==> config.mk <==
export PLATFORM = sky130hd
export DESIGN_NAME = ahd_mem_reader
export DESIGN_NICKNAME = d
export VERILOG_FILES = /design/src/logic/ahd_pkg.sv /design/src/logic/ahd_if.sv /design/src/logic/ahd_cmd_tx.sv /design/src/logic/ahd_ack_rx.sv /design/src/logic/ahd_mem_reader.sv
export VERILOG_INCLUDE_DIRS = /design/src /design/src/logic
export SDC_FILE = /design/constraint.sdc
export NUM_CORES = 1
export LEC_CHECK = 0
export ABC_AREA = 1
export CORE_ASPECT_RATIO = 1.25
export CORE_MARGIN = 2
export CORE_UTILIZATION = 53
export DETAILED_ROUTE_END_ITERATION = 12
export DONT_BUFFER_PORTS = 1
export PLACE_DENSITY = 0.68
export REMOVE_ABC_BUFFERS = 1
export SETUP_SLACK_MARGIN = 0.2
export SLEW_MARGIN = 0
export SYNTH_ARGS = -nofsm -noshare
export SYNTH_HDL_FRONTEND = slang
export SYNTH_SLANG_ARGS = --single-unit
==> constraint.sdc <==
create_clock -name clk -period 3.1 [get_ports clk]
set_clock_uncertainty 0.15 [all_clocks]
set_input_delay 0.62 -clock clk [delete_from_list [all_inputs] [get_ports clk]]
set_output_delay 0.62 -clock clk [all_outputs]
set_load 0.005 [all_outputs]
==> src/logic/ahd_map.svh <==
/*
  Offsets, field positions, codes, identifiers and timing counts for the
  acknowledge header and memory-read framer.
  Assumes it is included by bare name and sits beside ahd_pkg.
*/
`ifndef AHD_MAP_SVH
`define AHD_MAP_SVH

// ==========================================================
// Acknowledge header byte offsets
`define AHD_ACK_OFS_RESULT 0
`define AHD_ACK_OFS_OPCODE 2
`define AHD_ACK_OFS_LEN 4
`define AHD_ACK_OFS_TAG 6
`define AHD_HDR_BYTES 8

// ==========================================================
// Command header and memory-read payload
`define AHD_CMD_OFS_FLAGS 0
`define AHD_FLAG_WANT_ANSWER 14
`define AHD_RD_OFS_ADDR 0
`define AHD_RD_OFS_RSVD 8
`define AHD_RD_OFS_COUNT 10
`define AHD_RD_PAYLOAD_BYTES 16'h000c
`define AHD_CMD_TOTAL_BYTES 5'h14

// ==========================================================
// Result word layout
`define AHD_RES_CODE_LSB 0
`define AHD_RES_CODE_W 12
`define AHD_RES_RSVD_BIT 12
`define AHD_RES_NS_LSB 13
`define AHD_RES_SEV_BIT 15

// ==========================================================
// Result codes
`define AHD_RESULT_OK 16'h0000
`define AHD_ERR_UNSUPPORTED_CMD 16'h8001
`define AHD_ERR_BAD_PARAM 16'h8002
`define AHD_ERR_NO_SUCH_ADDR 16'h8003
`define AHD_ERR_READ_ONLY 16'h8004
`define AHD_ERR_MISALIGNED 16'h8005
`define AHD_ERR_ACCESS_REFUSED 16'h8006
`define AHD_ERR_RECEIVER_OCCUPIED 16'h8007
`define AHD_ERR_ACK_TIMEOUT 16'h800b
`define AHD_ERR_BAD_HEADER 16'h800e
`define AHD_ERR_CONFIG_FORBIDS 16'h800f
`define AHD_ERR_GENERIC 16'h8fff

// ==========================================================
// Opcode identifiers
`define AHD_MEM_READ_REQUEST 16'h0800
`define AHD_MEM_READ_ANSWER 16'h0801
`define AHD_MEM_WRITE_REQUEST 16'h0802
`define AHD_MEM_WRITE_ANSWER 16'h0803
`define AHD_DEFERRED_ANSWER 16'h0805
`define AHD_EVENT_NOTICE 16'h0c00
`define AHD_EVENT_ANSWER 16'h0c01
`define AHD_VENDOR_ID_BIT 15

// ==========================================================
// Timing
`define AHD_CLK_MHZ 125
`define AHD_ACK_TIMEOUT_US 1000

`endif

==> src/logic/ahd_pkg.sv <==
/*
  Types shared by the memory-read host: controller states and the
  decoded result word.
  Assumes ahd_map.svh is available for the constants.
*/
package ahd_pkg;

  typedef enum logic [2:0] {
    AHD_ST_IDLE = 3'b000,
    AHD_ST_SEND = 3'b001,
    AHD_ST_WAIT = 3'b010,
    AHD_ST_DATA = 3'b011,
    AHD_ST_DONE = 3'b100
  } ahd_state_e;

  typedef enum logic [1:0] {
    AHD_NS_STANDARD = 2'b00,
    AHD_NS_TRANSPORT = 2'b01,
    AHD_NS_DEVICE = 2'b10
  } ahd_ns_e;

  typedef logic [63:0] ahd_addr_t;
  typedef logic [15:0] ahd_word_t;

endpackage

==> src/logic/ahd_if.sv <==
/*
  Carrier between the controller, the command serialiser and the
  acknowledge parser.
  Assumes all three run on one clock.
*/
interface ahd_if;
  import ahd_pkg::*;

  logic tx_start;
  ahd_word_t tx_flags;
  ahd_word_t tx_opcode;
  ahd_word_t tx_tag;
  ahd_word_t tx_count;
  ahd_addr_t tx_addr;
  logic tx_busy;

  logic rx_clear;
  logic hdr_valid;
  ahd_word_t hdr_result;
  ahd_word_t hdr_opcode;
  ahd_word_t hdr_len;
  ahd_word_t hdr_tag;
  logic data_valid;
  logic [7:0] data_byte;
  logic pkt_end;

  modport ctl (
    output tx_start, tx_flags, tx_opcode, tx_tag, tx_count, tx_addr, rx_clear,
    input tx_busy, hdr_valid, hdr_result, hdr_opcode, hdr_len, hdr_tag, data_valid, data_byte, pkt_end
  );
  modport tx (
    input tx_start, tx_flags, tx_opcode, tx_tag, tx_count, tx_addr,
    output tx_busy
  );
  modport rx (
    input rx_clear,
    output hdr_valid, hdr_result, hdr_opcode, hdr_len, hdr_tag, data_valid, data_byte, pkt_end
  );
endinterface

==> src/logic/ahd_cmd_tx.sv <==
/*
  Serialises one memory-read command (common header then payload) onto
  the byte link, least significant byte of every field first.
  Assumes the controller holds the fields stable while tx_busy is high.
*/
`include "ahd_map.svh"
module ahd_cmd_tx (
  input wire logic clk,
  input wire logic rst_b,
  ahd_if.tx bus,
  output logic [7:0] tx_byte,
  output logic tx_valid,
  input wire logic tx_ready
);
  import ahd_pkg::*;

  typedef struct packed {
    logic busy;
    logic [4:0] idx;
    logic valid;
    logic [7:0] data;
  } ahd_tx_s;

  ahd_tx_s s_q;
  ahd_tx_s s_d;

  // ==========================================================
  // Packet image
  function automatic logic [7:0] pkt_byte(input logic [4:0] idx);
    logic [159:0] img;
    img = {bus.tx_count, 16'h0000, bus.tx_addr, bus.tx_tag, `AHD_RD_PAYLOAD_BYTES,
           bus.tx_opcode, bus.tx_flags};
    pkt_byte = img[{idx, 3'b000} +: 8];
  endfunction

  // ==========================================================
  // Sequencer
  always_comb begin
    s_d = s_q;
    if (!s_q.busy && bus.tx_start) begin
      s_d.busy = 1'b1;
      s_d.idx = 5'h00;
      s_d.valid = 1'b1;
      s_d.data = pkt_byte(5'h00);
    end else if (s_q.busy && s_q.valid && tx_ready) begin
      if (s_q.idx == `AHD_CMD_TOTAL_BYTES - 5'h01) begin
        s_d.busy = 1'b0;
        s_d.valid = 1'b0;
      end else begin
        s_d.idx = s_q.idx + 5'h01;
        s_d.data = pkt_byte(s_q.idx + 5'h01);
      end
    end
  end

  always_ff @(posedge clk or negedge rst_b) begin
    if (!rst_b) begin
      s_q <= '0;
    end else begin
      s_q <= s_d;
    end
  end

  assign bus.tx_busy = s_q.busy;
  assign tx_byte = s_q.data;
  assign tx_valid = s_q.valid;
endmodule

==> src/logic/ahd_ack_rx.sv <==
/*
  Parses incoming answers: eight header bytes, least significant first,
  then as many payload bytes as the length field says.
  Assumes the transport has already removed any prefix and postfix.
*/
`include "ahd_map.svh"
module ahd_ack_rx (
  input wire logic clk,
  input wire logic rst_b,
  ahd_if.rx bus,
  input wire logic [7:0] rx_byte,
  input wire logic rx_valid
);
  import ahd_pkg::*;

  typedef struct packed {
    logic [16:0] cnt;
    logic [63:0] hdr;
    logic hdr_valid;
    logic data_valid;
    logic [7:0] data;
    logic pkt_end;
  } ahd_rx_s;

  ahd_rx_s s_q;
  ahd_rx_s s_d;

  function automatic ahd_word_t field16(input logic [63:0] hdr, input int ofs);
    field16 = hdr[ofs * 8 +: 16];
  endfunction

  // ==========================================================
  // Byte counter and field capture
  always_comb begin
    s_d = s_q;
    s_d.hdr_valid = 1'b0;
    s_d.data_valid = 1'b0;
    s_d.pkt_end = 1'b0;
    if (bus.rx_clear) begin
      s_d.cnt = '0;
    end else if (rx_valid) begin
      if (s_q.cnt < 17'(`AHD_HDR_BYTES)) begin
        s_d.hdr = {rx_byte, s_q.hdr[63:8]};
        s_d.cnt = s_q.cnt + 17'h00001;
        if (s_q.cnt == 17'(`AHD_HDR_BYTES - 1)) begin
          s_d.hdr_valid = 1'b1;
          if (field16(s_d.hdr, `AHD_ACK_OFS_LEN) == 16'h0000) begin
            s_d.pkt_end = 1'b1;
            s_d.cnt = '0;
          end
        end
      end else begin
        s_d.data_valid = 1'b1;
        s_d.data = rx_byte;
        s_d.cnt = s_q.cnt + 17'h00001;
        if (s_q.cnt == {1'b0, field16(s_q.hdr, `AHD_ACK_OFS_LEN)} + 17'(`AHD_HDR_BYTES - 1)) begin
          s_d.pkt_end = 1'b1;
          s_d.cnt = '0;
        end
      end
    end
  end

  always_ff @(posedge clk or negedge rst_b) begin
    if (!rst_b) begin
      s_q <= '0;
    end else begin
      s_q <= s_d;
    end
  end

  assign bus.hdr_valid = s_q.hdr_valid;
  assign bus.hdr_result = field16(s_q.hdr, `AHD_ACK_OFS_RESULT);
  assign bus.hdr_opcode = field16(s_q.hdr, `AHD_ACK_OFS_OPCODE);
  assign bus.hdr_len = field16(s_q.hdr, `AHD_ACK_OFS_LEN);
  assign bus.hdr_tag = field16(s_q.hdr, `AHD_ACK_OFS_TAG);
  assign bus.data_valid = s_q.data_valid;
  assign bus.data_byte = s_q.data;
  assign bus.pkt_end = s_q.pkt_end;
endmodule

==> src/logic/ahd_mem_reader.sv <==
/*
  Host-side memory-read controller: takes read orders, sends the command,
  waits for the answer, checks and decodes its header and passes the data.
  Assumes a byte link that adds and strips transport framing itself.
*/
`include "ahd_map.svh"
module ahd_mem_reader #(
  parameter int unsigned ACK_TIMEOUT_CYC = `AHD_ACK_TIMEOUT_US * `AHD_CLK_MHZ,
  parameter int unsigned ALIGN_BYTES = 1
) (
  input wire logic clk,
  input wire logic rst_b,
  input wire logic req_valid,
  output logic req_ready,
  input wire ahd_pkg::ahd_addr_t req_addr,
  input wire ahd_pkg::ahd_word_t req_count,
  input wire logic req_want_answer,
  output logic done,
  output ahd_pkg::ahd_word_t result_word,
  output logic result_err,
  output ahd_pkg::ahd_ns_e result_ns,
  output logic [11:0] result_code,
  output logic result_known,
  output logic short_read,
  output logic rd_valid,
  output logic [7:0] rd_byte,
  output ahd_pkg::ahd_word_t rd_total,
  output logic [7:0] tx_byte,
  output logic tx_valid,
  input wire logic tx_ready,
  input wire logic [7:0] rx_byte,
  input wire logic rx_valid
);
  import ahd_pkg::*;

  // ==========================================================
  // Parameter checks
  if (ACK_TIMEOUT_CYC < 2) begin : g_bad_tmo
    $error("ack timeout must be at least two cycles");
  end
  if (ALIGN_BYTES == 0 || (ALIGN_BYTES & (ALIGN_BYTES - 1)) != 0) begin : g_bad_align
    $error("alignment must be a power of two");
  end

  typedef struct packed {
    ahd_state_e st;
    logic ready;
    ahd_word_t tag;
    ahd_word_t cmd_tag;
    ahd_addr_t addr;
    ahd_word_t count;
    logic want;
    logic start;
    logic clear;
    logic [31:0] tmo;
    ahd_word_t got;
    logic done;
    ahd_word_t result;
    logic known;
    logic short_rd;
    logic rd_valid;
    logic [7:0] rd_byte;
  } ahd_ctl_s;

  ahd_ctl_s s_q;
  ahd_ctl_s s_d;
  ahd_if bus ();

  ahd_cmd_tx u_tx (
    .clk(clk),
    .rst_b(rst_b),
    .bus(bus.tx),
    .tx_byte(tx_byte),
    .tx_valid(tx_valid),
    .tx_ready(tx_ready)
  );

  ahd_ack_rx u_rx (
    .clk(clk),
    .rst_b(rst_b),
    .bus(bus.rx),
    .rx_byte(rx_byte),
    .rx_valid(rx_valid)
  );

  // ==========================================================
  // Helpers
  function automatic logic misaligned(input ahd_addr_t a, input ahd_word_t c);
    misaligned = ((a & 64'(ALIGN_BYTES - 1)) != '0) || ((c & 16'(ALIGN_BYTES - 1)) != '0);
  endfunction

  function automatic logic std_known(input ahd_word_t r);
    case (r)
      `AHD_RESULT_OK, `AHD_ERR_UNSUPPORTED_CMD, `AHD_ERR_BAD_PARAM: std_known = 1'b1;
      `AHD_ERR_NO_SUCH_ADDR, `AHD_ERR_READ_ONLY, `AHD_ERR_ACCESS_REFUSED: std_known = 1'b1;
      `AHD_ERR_MISALIGNED, `AHD_ERR_RECEIVER_OCCUPIED: std_known = 1'b1;
      `AHD_ERR_ACK_TIMEOUT, `AHD_ERR_BAD_HEADER, `AHD_ERR_CONFIG_FORBIDS: std_known = 1'b1;
      `AHD_ERR_GENERIC: std_known = 1'b1;
      default: std_known = 1'b0;
    endcase
  endfunction

  function automatic logic vendor_id(input ahd_word_t id);
    vendor_id = id[`AHD_VENDOR_ID_BIT];
  endfunction

  // Ends a command with the given result word
  function automatic ahd_ctl_s finish(input ahd_ctl_s s, input ahd_word_t r);
    finish = s;
    finish.st = AHD_ST_DONE;
    finish.done = 1'b1;
    finish.result = r;
    finish.known = std_known(r);
  endfunction

  // ==========================================================
  // Controller
  always_comb begin
    s_d = s_q;
    s_d.start = 1'b0;
    s_d.clear = 1'b0;
    s_d.done = 1'b0;
    s_d.rd_valid = 1'b0;
    case (s_q.st)
      AHD_ST_IDLE: begin
        if (req_valid && s_q.ready) begin
          s_d.ready = 1'b0;
          s_d.addr = req_addr;
          s_d.count = req_count;
          s_d.want = req_want_answer;
          s_d.got = '0;
          s_d.short_rd = 1'b0;
          if (req_count == 16'h0000) begin
            s_d = finish(s_d, `AHD_ERR_BAD_PARAM);
          end else if (misaligned(req_addr, req_count)) begin
            s_d = finish(s_d, `AHD_ERR_MISALIGNED);
          end else begin
            s_d.cmd_tag = s_q.tag;
            s_d.tag = s_q.tag + 16'h0001;
            s_d.start = 1'b1;
            s_d.clear = 1'b1;
            s_d.st = AHD_ST_SEND;
          end
        end
      end
      AHD_ST_SEND: begin
        if (!s_q.start && !bus.tx_busy) begin
          s_d.tmo = '0;
          if (s_q.want) begin
            s_d.st = AHD_ST_WAIT;
          end else begin
            s_d = finish(s_d, `AHD_RESULT_OK);
          end
        end
      end
      AHD_ST_WAIT, AHD_ST_DATA: begin
        s_d.tmo = s_q.tmo + 32'h00000001;
        if (s_q.tmo == 32'(ACK_TIMEOUT_CYC - 1)) begin
          s_d = finish(s_d, `AHD_ERR_ACK_TIMEOUT);
        end else if (s_q.st == AHD_ST_WAIT && bus.hdr_valid && bus.hdr_tag == s_q.cmd_tag) begin
          if (bus.hdr_opcode == `AHD_DEFERRED_ANSWER) begin
            s_d.tmo = '0;
          end else if (bus.hdr_opcode != `AHD_MEM_READ_ANSWER || vendor_id(bus.hdr_opcode)) begin
            s_d = finish(s_d, `AHD_ERR_BAD_HEADER);
          end else if (bus.hdr_result[`AHD_RES_RSVD_BIT]) begin
            s_d = finish(s_d, `AHD_ERR_GENERIC);
          end else if (bus.hdr_len > s_q.count) begin
            s_d = finish(s_d, `AHD_ERR_BAD_HEADER);
          end else begin
            s_d.result = bus.hdr_result;
            s_d.known = std_known(bus.hdr_result);
            s_d.st = AHD_ST_DATA;
            if (bus.pkt_end) begin
              s_d.st = AHD_ST_DONE;
              s_d.done = 1'b1;
              s_d.short_rd = s_q.count != 16'h0000;
            end
          end
        end else if (s_q.st == AHD_ST_DATA && bus.data_valid) begin
          s_d.rd_valid = 1'b1;
          s_d.rd_byte = bus.data_byte;
          s_d.got = s_q.got + 16'h0001;
          if (bus.pkt_end) begin
            s_d.st = AHD_ST_DONE;
            s_d.done = 1'b1;
            s_d.short_rd = (s_q.got + 16'h0001) < s_q.count;
          end
        end
      end
      AHD_ST_DONE: begin
        s_d.ready = 1'b1;
        s_d.st = AHD_ST_IDLE;
      end
      default: begin
        s_d.st = AHD_ST_IDLE;
        s_d.ready = 1'b1;
      end
    endcase
  end

  always_ff @(posedge clk or negedge rst_b) begin
    if (!rst_b) begin
      s_q <= '0;
      s_q.st <= AHD_ST_IDLE;
      s_q.ready <= 1'b1;
    end else begin
      s_q <= s_d;
    end
  end

  // ==========================================================
  // Command fields and outputs
  assign bus.tx_start = s_q.start;
  assign bus.tx_flags = {1'b0, s_q.want, 14'h0000};
  assign bus.tx_opcode = `AHD_MEM_READ_REQUEST;
  assign bus.tx_tag = s_q.cmd_tag;
  assign bus.tx_addr = s_q.addr;
  assign bus.tx_count = s_q.count;
  assign bus.rx_clear = s_q.clear;

  assign req_ready = s_q.ready;
  assign done = s_q.done;
  assign result_word = s_q.result;
  assign result_err = s_q.result[`AHD_RES_SEV_BIT];
  assign result_ns = ahd_ns_e'(s_q.result[`AHD_RES_NS_LSB +: 2]);
  assign result_code = s_q.result[`AHD_RES_CODE_LSB +: `AHD_RES_CODE_W];
  assign result_known = s_q.known;
  assign short_read = s_q.short_rd;
  assign rd_valid = s_q.rd_valid;
  assign rd_byte = s_q.rd_byte;
  assign rd_total = s_q.got;
endmodule

Word level (Yosys, flattened, before mapping)
Index checks and enable logic that the tools add are counted.
{ "totals": {"output_inout_bits": 69, "elab_cells": 173, "ff_bits": 302} }
{ "classes": {"eq_ne": 41, "add_sub_neg": 6, "n_lt_le_gt_ge": 3, "n_bitwise": 8, "n_reduce_logical": 39, "shift": 1, "muxes": 48} }
{ "op_table": {"columns": ["op", "count"], "rows": [
  ["two-way mux 195 bit", 6],
  ["case mux 191 bit (3 select lines)", 1],
  ["equality test 16 bit, second input constant", 11],
  ["variable part select 160 x 9 -> 8 bit", 1],
  ["two-way mux 148 bit", 1],
  ["two-way mux 17 bit", 8],
  ["two-way mux 119 bit", 1],
  ["two-way mux 92 bit", 1],
  ["two-way mux 79 bit", 1],
  ["two-way mux 65 bit", 1],
  ["logical NOT 16 bit", 3],
  ["two-way mux 44 bit", 1],
  ["adder 16 x 1 -> 16 bit, second input constant", 2],
  ["adder 32 x 1 -> 32 bit, second input constant", 1],
  ["equality test 32 x 17 -> 1 bit, second input constant", 1],
  ["two-way mux 32 bit", 1],
  ["two-way mux 15 bit", 2],
  ["!= test 3 bit, second input constant", 7],
  ["two-way mux 10 bit", 2],
  ["two-way mux 19 bit", 1],
  ["two-way mux 3 bit", 6],
  ["adder 16 x 3 -> 17 bit, second input constant", 1],
  ["adder 17 x 1 -> 17 bit, second input constant", 1],
  ["equality test 17 bit", 1],
  ["40 further kinds", 84]
]} }

Longest topological paths before layout
{ "depth": {"ltp_word": 10, "depth_mapped": 19, "ltp_nobuf": 19} }

By module
A second synthesis with hierarchy kept.
{ "hier_totals": {"hier_cells": 2599, "hier_area_um2": 18547.8} }
{ "modules_own_cells": {"columns": ["mod", "instances", "cells_per_inst", "seq_area_each_um2", "area_each_um2"], "rows": [
  ["ahd_mem_reader", 1, 1474, 4830.9, 11031.8],
  ["ahd_ack_rx", 1, 643, 2302.2, 5113.7],
  ["ahd_cmd_tx", 1, 482, 350.3, 2402.3]
]} }

Worst setup path after synthesis
No wires, ideal clock.
{ "synth_timing": {"path_kind": "register to register", "startpoint": "register s_q, in the netlist rd_total[0]", "endpoint": "register s_q, in the netlist short_read", "path_stages_with_launch": 19, "n_path_buf": 0, "t_arrival_ns": 2.364, "slack_ns": 0.521, "path_cell_list": "dfrtp_1 ha_1 nand2_1 nor2_2 nand3_1 nor2_1 nand2_1 nor2_2 nand3_1 nor2_1 xor2_1 ha_1 nand2_1 nor2_1 a211oi_1 nand2_1 o21ai_0 nand2_1 nand2_1"} }
{ "synth_between": {"elab_chain_len": 7} }
{ "synth_rtl": {"columns": ["item", "line", "text"], "rows": [
  ["start, declared", "ahd_mem_reader.sv:65", "ahd_ctl_s s_q;"],
  ["adder 16 x 1 -> 16 bit", "ahd_mem_reader.sv:186", "s_d.short_rd = (s_q.got + 16'h0001) < s_q.count;"],
  ["< comparator 16 bit", "ahd_mem_reader.sv:186", null],
  ["two-way mux 1 bit", "ahd_mem_reader.sv:183", "if (bus.pkt_end) begin"],
  ["two-way mux 10 bit", "ahd_mem_reader.sv:179", "end else if (s_q.st == AHD_ST_DATA && bus.data_valid) begin"],
  ["two-way mux 10 bit", "ahd_mem_reader.sv:160", "end else if (s_q.st == AHD_ST_WAIT && bus.hdr_valid && bus.hdr_tag == s_q.cmd_tag) begin"],
  ["two-way mux 195 bit", "ahd_mem_reader.sv:158", "if (s_q.tmo == 32'(ACK_TIMEOUT_CYC - 1)) begin"],
  ["case mux 191 bit (3 select lines)", "ahd_mem_reader.sv:124", "case (s_q.st)"]
]} }
Every way passes these cells. The select of a mux whose other input is x is not followed.
A chain may end at the register's enable or synchronous reset.

Worst setup path after layout
{ "layout_timing": {"startpoint": "register s_q, in the netlist rd_total[2]", "endpoint": "register s_q, in the netlist short_read"} }
Same word-level chain as after synthesis.

==> run_results.csv <==
group,metric,value,unit
timing,slew_viol_final,0,
placed_design,io_buffers,0,
yosys,synthAdderAreaFrac,2.78,%
yosys,yosys_register_bits,299,
finish,drive_gt1_share,9.37,%
timing,setup_viol,0,
cts,cts.clk_slew.worst_paths,0.06,ns
global_route,antenna_found_initial,0,
yosys,synth_area_leaders,"dfrtp_1 (44%), nand2_1 (15%), o21ai_0 (5.2%), inv_1 (4.6%), nor2_1 (4.6%)",
routing,final_antenna_net_count,0,
global_route,grt_use_met1,34.9,%
cts,cts_sinks,299,
placed_design,dpl.hpwl,31.7,mm
yosys,ys_types,61,
placed_design,place_congestion,0.904,
yosys,synth_area,17100,um^2
job,cap_viol_max_count,0,
global_route,grt_pass1_vias,13600,
global_route,grt_max_degree,300,
yosys,synth_top_family_by_area,"simple AND/OR/NAND/NOR gates",
critical_path,r2r_slack,0.31,ns
yosys,synth_top_area_share,43.7,%
finish,n_fill_cell,3003,
cts,cts_buffers,34,
critical_path,worstPathArrival,3.04,ns
critical_path,worstSetupPathType,"flip-flop to flip-flop",
critical_path,cp.required,3.35,ns
finish,seq_area,7490,um^2
finish,final_nets,2295,
routing,wl_per_cell,17.0,um
yosys,synth_compound_area_share,10.4,%
finish,n_antenna_cell,0,
floorplanning,rows,73,
yosys,yosysTopAreaCell,"dfrtp_1",
floorplanning,die_height,205,um
critical_path,rr_worst_depth,15,
hold_path,worstHoldPathType,"input pin to asynchronous set/reset pin",
yosys,synthMuxAreaShare,0.191,%
run_status,violations,"negative hold slack",
routing,vias,14300,
routing,viasPerCell,5.49,
cts,root_buffer,"clkbuf_16",
routing,post-route-drc-count,0,
timing,tightest_slew,0.667,ns
critical_path,end_kind,"flip-flop",
global_route,grt_pass1_wl,70.8,mm
yosys,yosys.area_share.simple,28.6,%
routing,routed_wl,44.3,mm
finish,areaGrowthSynthToFinish,6.87,%
global_route,grtUsageTotal,26.6,%
timing,fmax,0.358,GHz
timing,tns,0,ns
floorplanning,initial_utilization,53.7,%
finish,finalCoreUtilization,57.4,%
cts,clk-insertion-delay-late,0.52,ns
global_route,met2_usage,43.2,%
power,p_leak,8.75,nW
timing,maxSlewHeadroom,55.6,%
cts,cts_tree,"done",
critical_path,timing.rr.start,"rd_total[2]$_DFFE_PN0P_",
floorplanning,pin_count,163,
timing,timing.hold.ws,-0.348,ns
floorplanning,dieArea,33700,um^2
timing,fin_crit_sh,90.0,%
critical_path,r2r-end,"short_read$_DFFE_PN0P_",
global_route,grt-ovfl-total,0,
timing,rsz0062_at_grt,"no",
floorplanning,core_area,31800,um^2
timing,min_period,2.79,ns
power,p_per_area,948,nW/um^2
global_route,met3_usage,4.88,%
floorplanning,die_width,165,um
routing,drtPass1Iterations,6,
critical_path,path_max_fanout,5,
cts,clock_path_buffers,3,
routing,drtIter0Drc,1154,
power,vdd_drop_max,0.000525,V
global_route,top_usage_layer,"met2",
critical_path,cp-start-kind,"flip-flop",
yosys,syn_inst,2238,
run_status,status,"complete, but fails checks",
yosys,synth_warnings,0,
finish,multi_input_area,7970,um^2
yosys,seq_area_frac_synth,43.8,%
cts,cts-htree-levels,2,
yosys,avgSynthCellArea,7.63,um^2
timing,hold_viol_final,299,
yosys,synth-xor-area-share,4.13,%
[state kept, by name, summed over array words and instances, names as in the netlist, 5 cells and up]
name,flops
u_rx.bus.hdr_result,16
rd_total,16
bus.tx_addr,64
u_rx.bus.hdr_tag,16
bus.tx_tag,16
bus.tx_count,16
u_rx.bus.hdr_opcode,16
u_rx.bus.hdr_len,16
rd_byte,8
result_word,15
u_tx.s_q,5
u_rx.s_q,17
u_tx.tx_byte,8
u_rx.bus.data_byte,8
s_q,51
[worst max-delay path, stage by stage (launching register included)]
cell	delay, ns
dfrtp_2	0.43
nand3_2	0.13
nor2_2	0.14
nand4_1	0.16
or2_4	0.32
nor2_2	0.10
nand3_1	0.11
xor2_1	0.18
ha_1	0.34
nand2_2	0.08
nor3_2	0.16
nand4_1	0.11
nand2_1	0.09
o21ai_1	0.06
nand2_1	0.06
nand2_1	0.05
[cell families after synthesis]
logic type | after synthesis
buf+inv | 369
flops | 299
fa+ha+maj | 38
mux | 3
compound gates | 320
xor+xnor | 78
other cells | 1
simple gates | 1130
[power breakdown]
| part | total [mW] | internal [mW] | leakage (nW) | switching [mW] |
|---|---|---|---|---|
| sequential | 6.33 | 5.18 | 3.85 | 1.15 |
| combinational | 6.73 | 2.25 | 4.31 | 4.48 |
| clock | 4.24 | 2.59 | 0.588 | 1.66 |
| total | 17.3 | 10.0 | 8.75 | 7.29 |
[stage by stage]
stage / instances / area (um^2) / hold slack [ns] / power (mW) / setup slack, ns
2_1_floorplan: 2100 / 16200 / 0.174 / 10.9 / -0.665
3_3_place_gp: 2532 / 16900 / 0.189 / 12.9 / 0.251
3_5_place_dp: 2532 / 16900 / 0.189 / 13.0 / 0.176
4_1_cts: 2596 / 18100 / -0.361 / 17.3 / 0.200
5_1_grt: 2601 / 18200 / -0.373 / 18.7 / 0.141
6_report: 2601 / 18200 / -0.348 / 17.3 / 0.309
[worst max-delay path by stage]
stage | cells past startpoint | startpoint | to | slack, ns
after detailed placement | 18 | rd_total[0]$_DFFE_PN0P_ | short_read$_DFFE_PN0P_ | 0.18
after global placement | 18 | rd_total[0]$_DFFE_PN0P_ | short_read$_DFFE_PN0P_ | 0.25
after floorplan | 11 | u_tx.s_q[9]$_DFFE_PN0P_ | u_tx.tx_byte[1]$_DFFE_PN0P_ | -0.66
after global routing | 18 | rd_total[1]$_DFFE_PN0P_ | short_read$_DFFE_PN0P_ | 0.14
after CTS | 18 | rd_total[0]$_DFFE_PN0P_ | short_read$_DFFE_PN0P_ | 0.20
final | 15 | rd_total[2]$_DFFE_PN0P_ | short_read$_DFFE_PN0P_ | 0.31
[placed cells by master, fill, tap and decap left out, types with 20 or more instances in the layout]
master and count:
o21ai_0 176, nor2_2 22, nand2_1 668, xor2_1 55, o21ai_1 20, inv_1 209
nand3_1 84, nor3_1 41, ha_1 37, nor2_1 201, nand4_1 46, dfrtp_1 295
a21oi_1 62, buf_4 27, clkbuf_16 37
[what timing repair did]
item                       4_1_cts  5_1_grt
gates resized for setup          1       28
setup endpoints to repair        1        1
setup buffers                    2        5
hold endpoints to repair       299      299
pin swaps                        2       18
[cell type report]
cell class / count / area share, %
inverter: 231 / 4.85
clock inverter: 15 / 0.864
tap: 412 / 2.83
multi-input combinational: 1570 / 43.7
timing repair buffer: 27 / 1.11
sequential: 299 / 41.0
clock buffer: 47 / 5.66
[synthesized netlist by cell type, drive strengths merged]
cell type and n:
inv 229, nor4 10, clkinv 2, a21oi 64, nor3 46, mux2 2, a211oi 1, clkbuf 36
nand2 686, o31ai 1, nor3b 4, nand3 91, o221ai 14, o211ai 5, o21a 2, o22ai 17
ha 38, a22o 3, xnor2 18, nand3b 7, conb 1, o41ai 3, or2 5, mux2i 1
nand4 47, o21bai 2, o21ai 207, dfrtp 298, a31oi 1, dfstp 1, buf 102, nor2 234
xor2 60
[per-layer routing]
layer / part of all wire (%) / wire length, um / up-vias
met5: 0 / 0 / -
met4: 4.7 / 2100 / 0
met3: 6.1 / 2680 / 122
met2: 47 / 20700 / 448
met1: 43 / 18900 / 6745
li1: - / - / 6955
No activity file was read; power rests on OpenSTA's default activity.
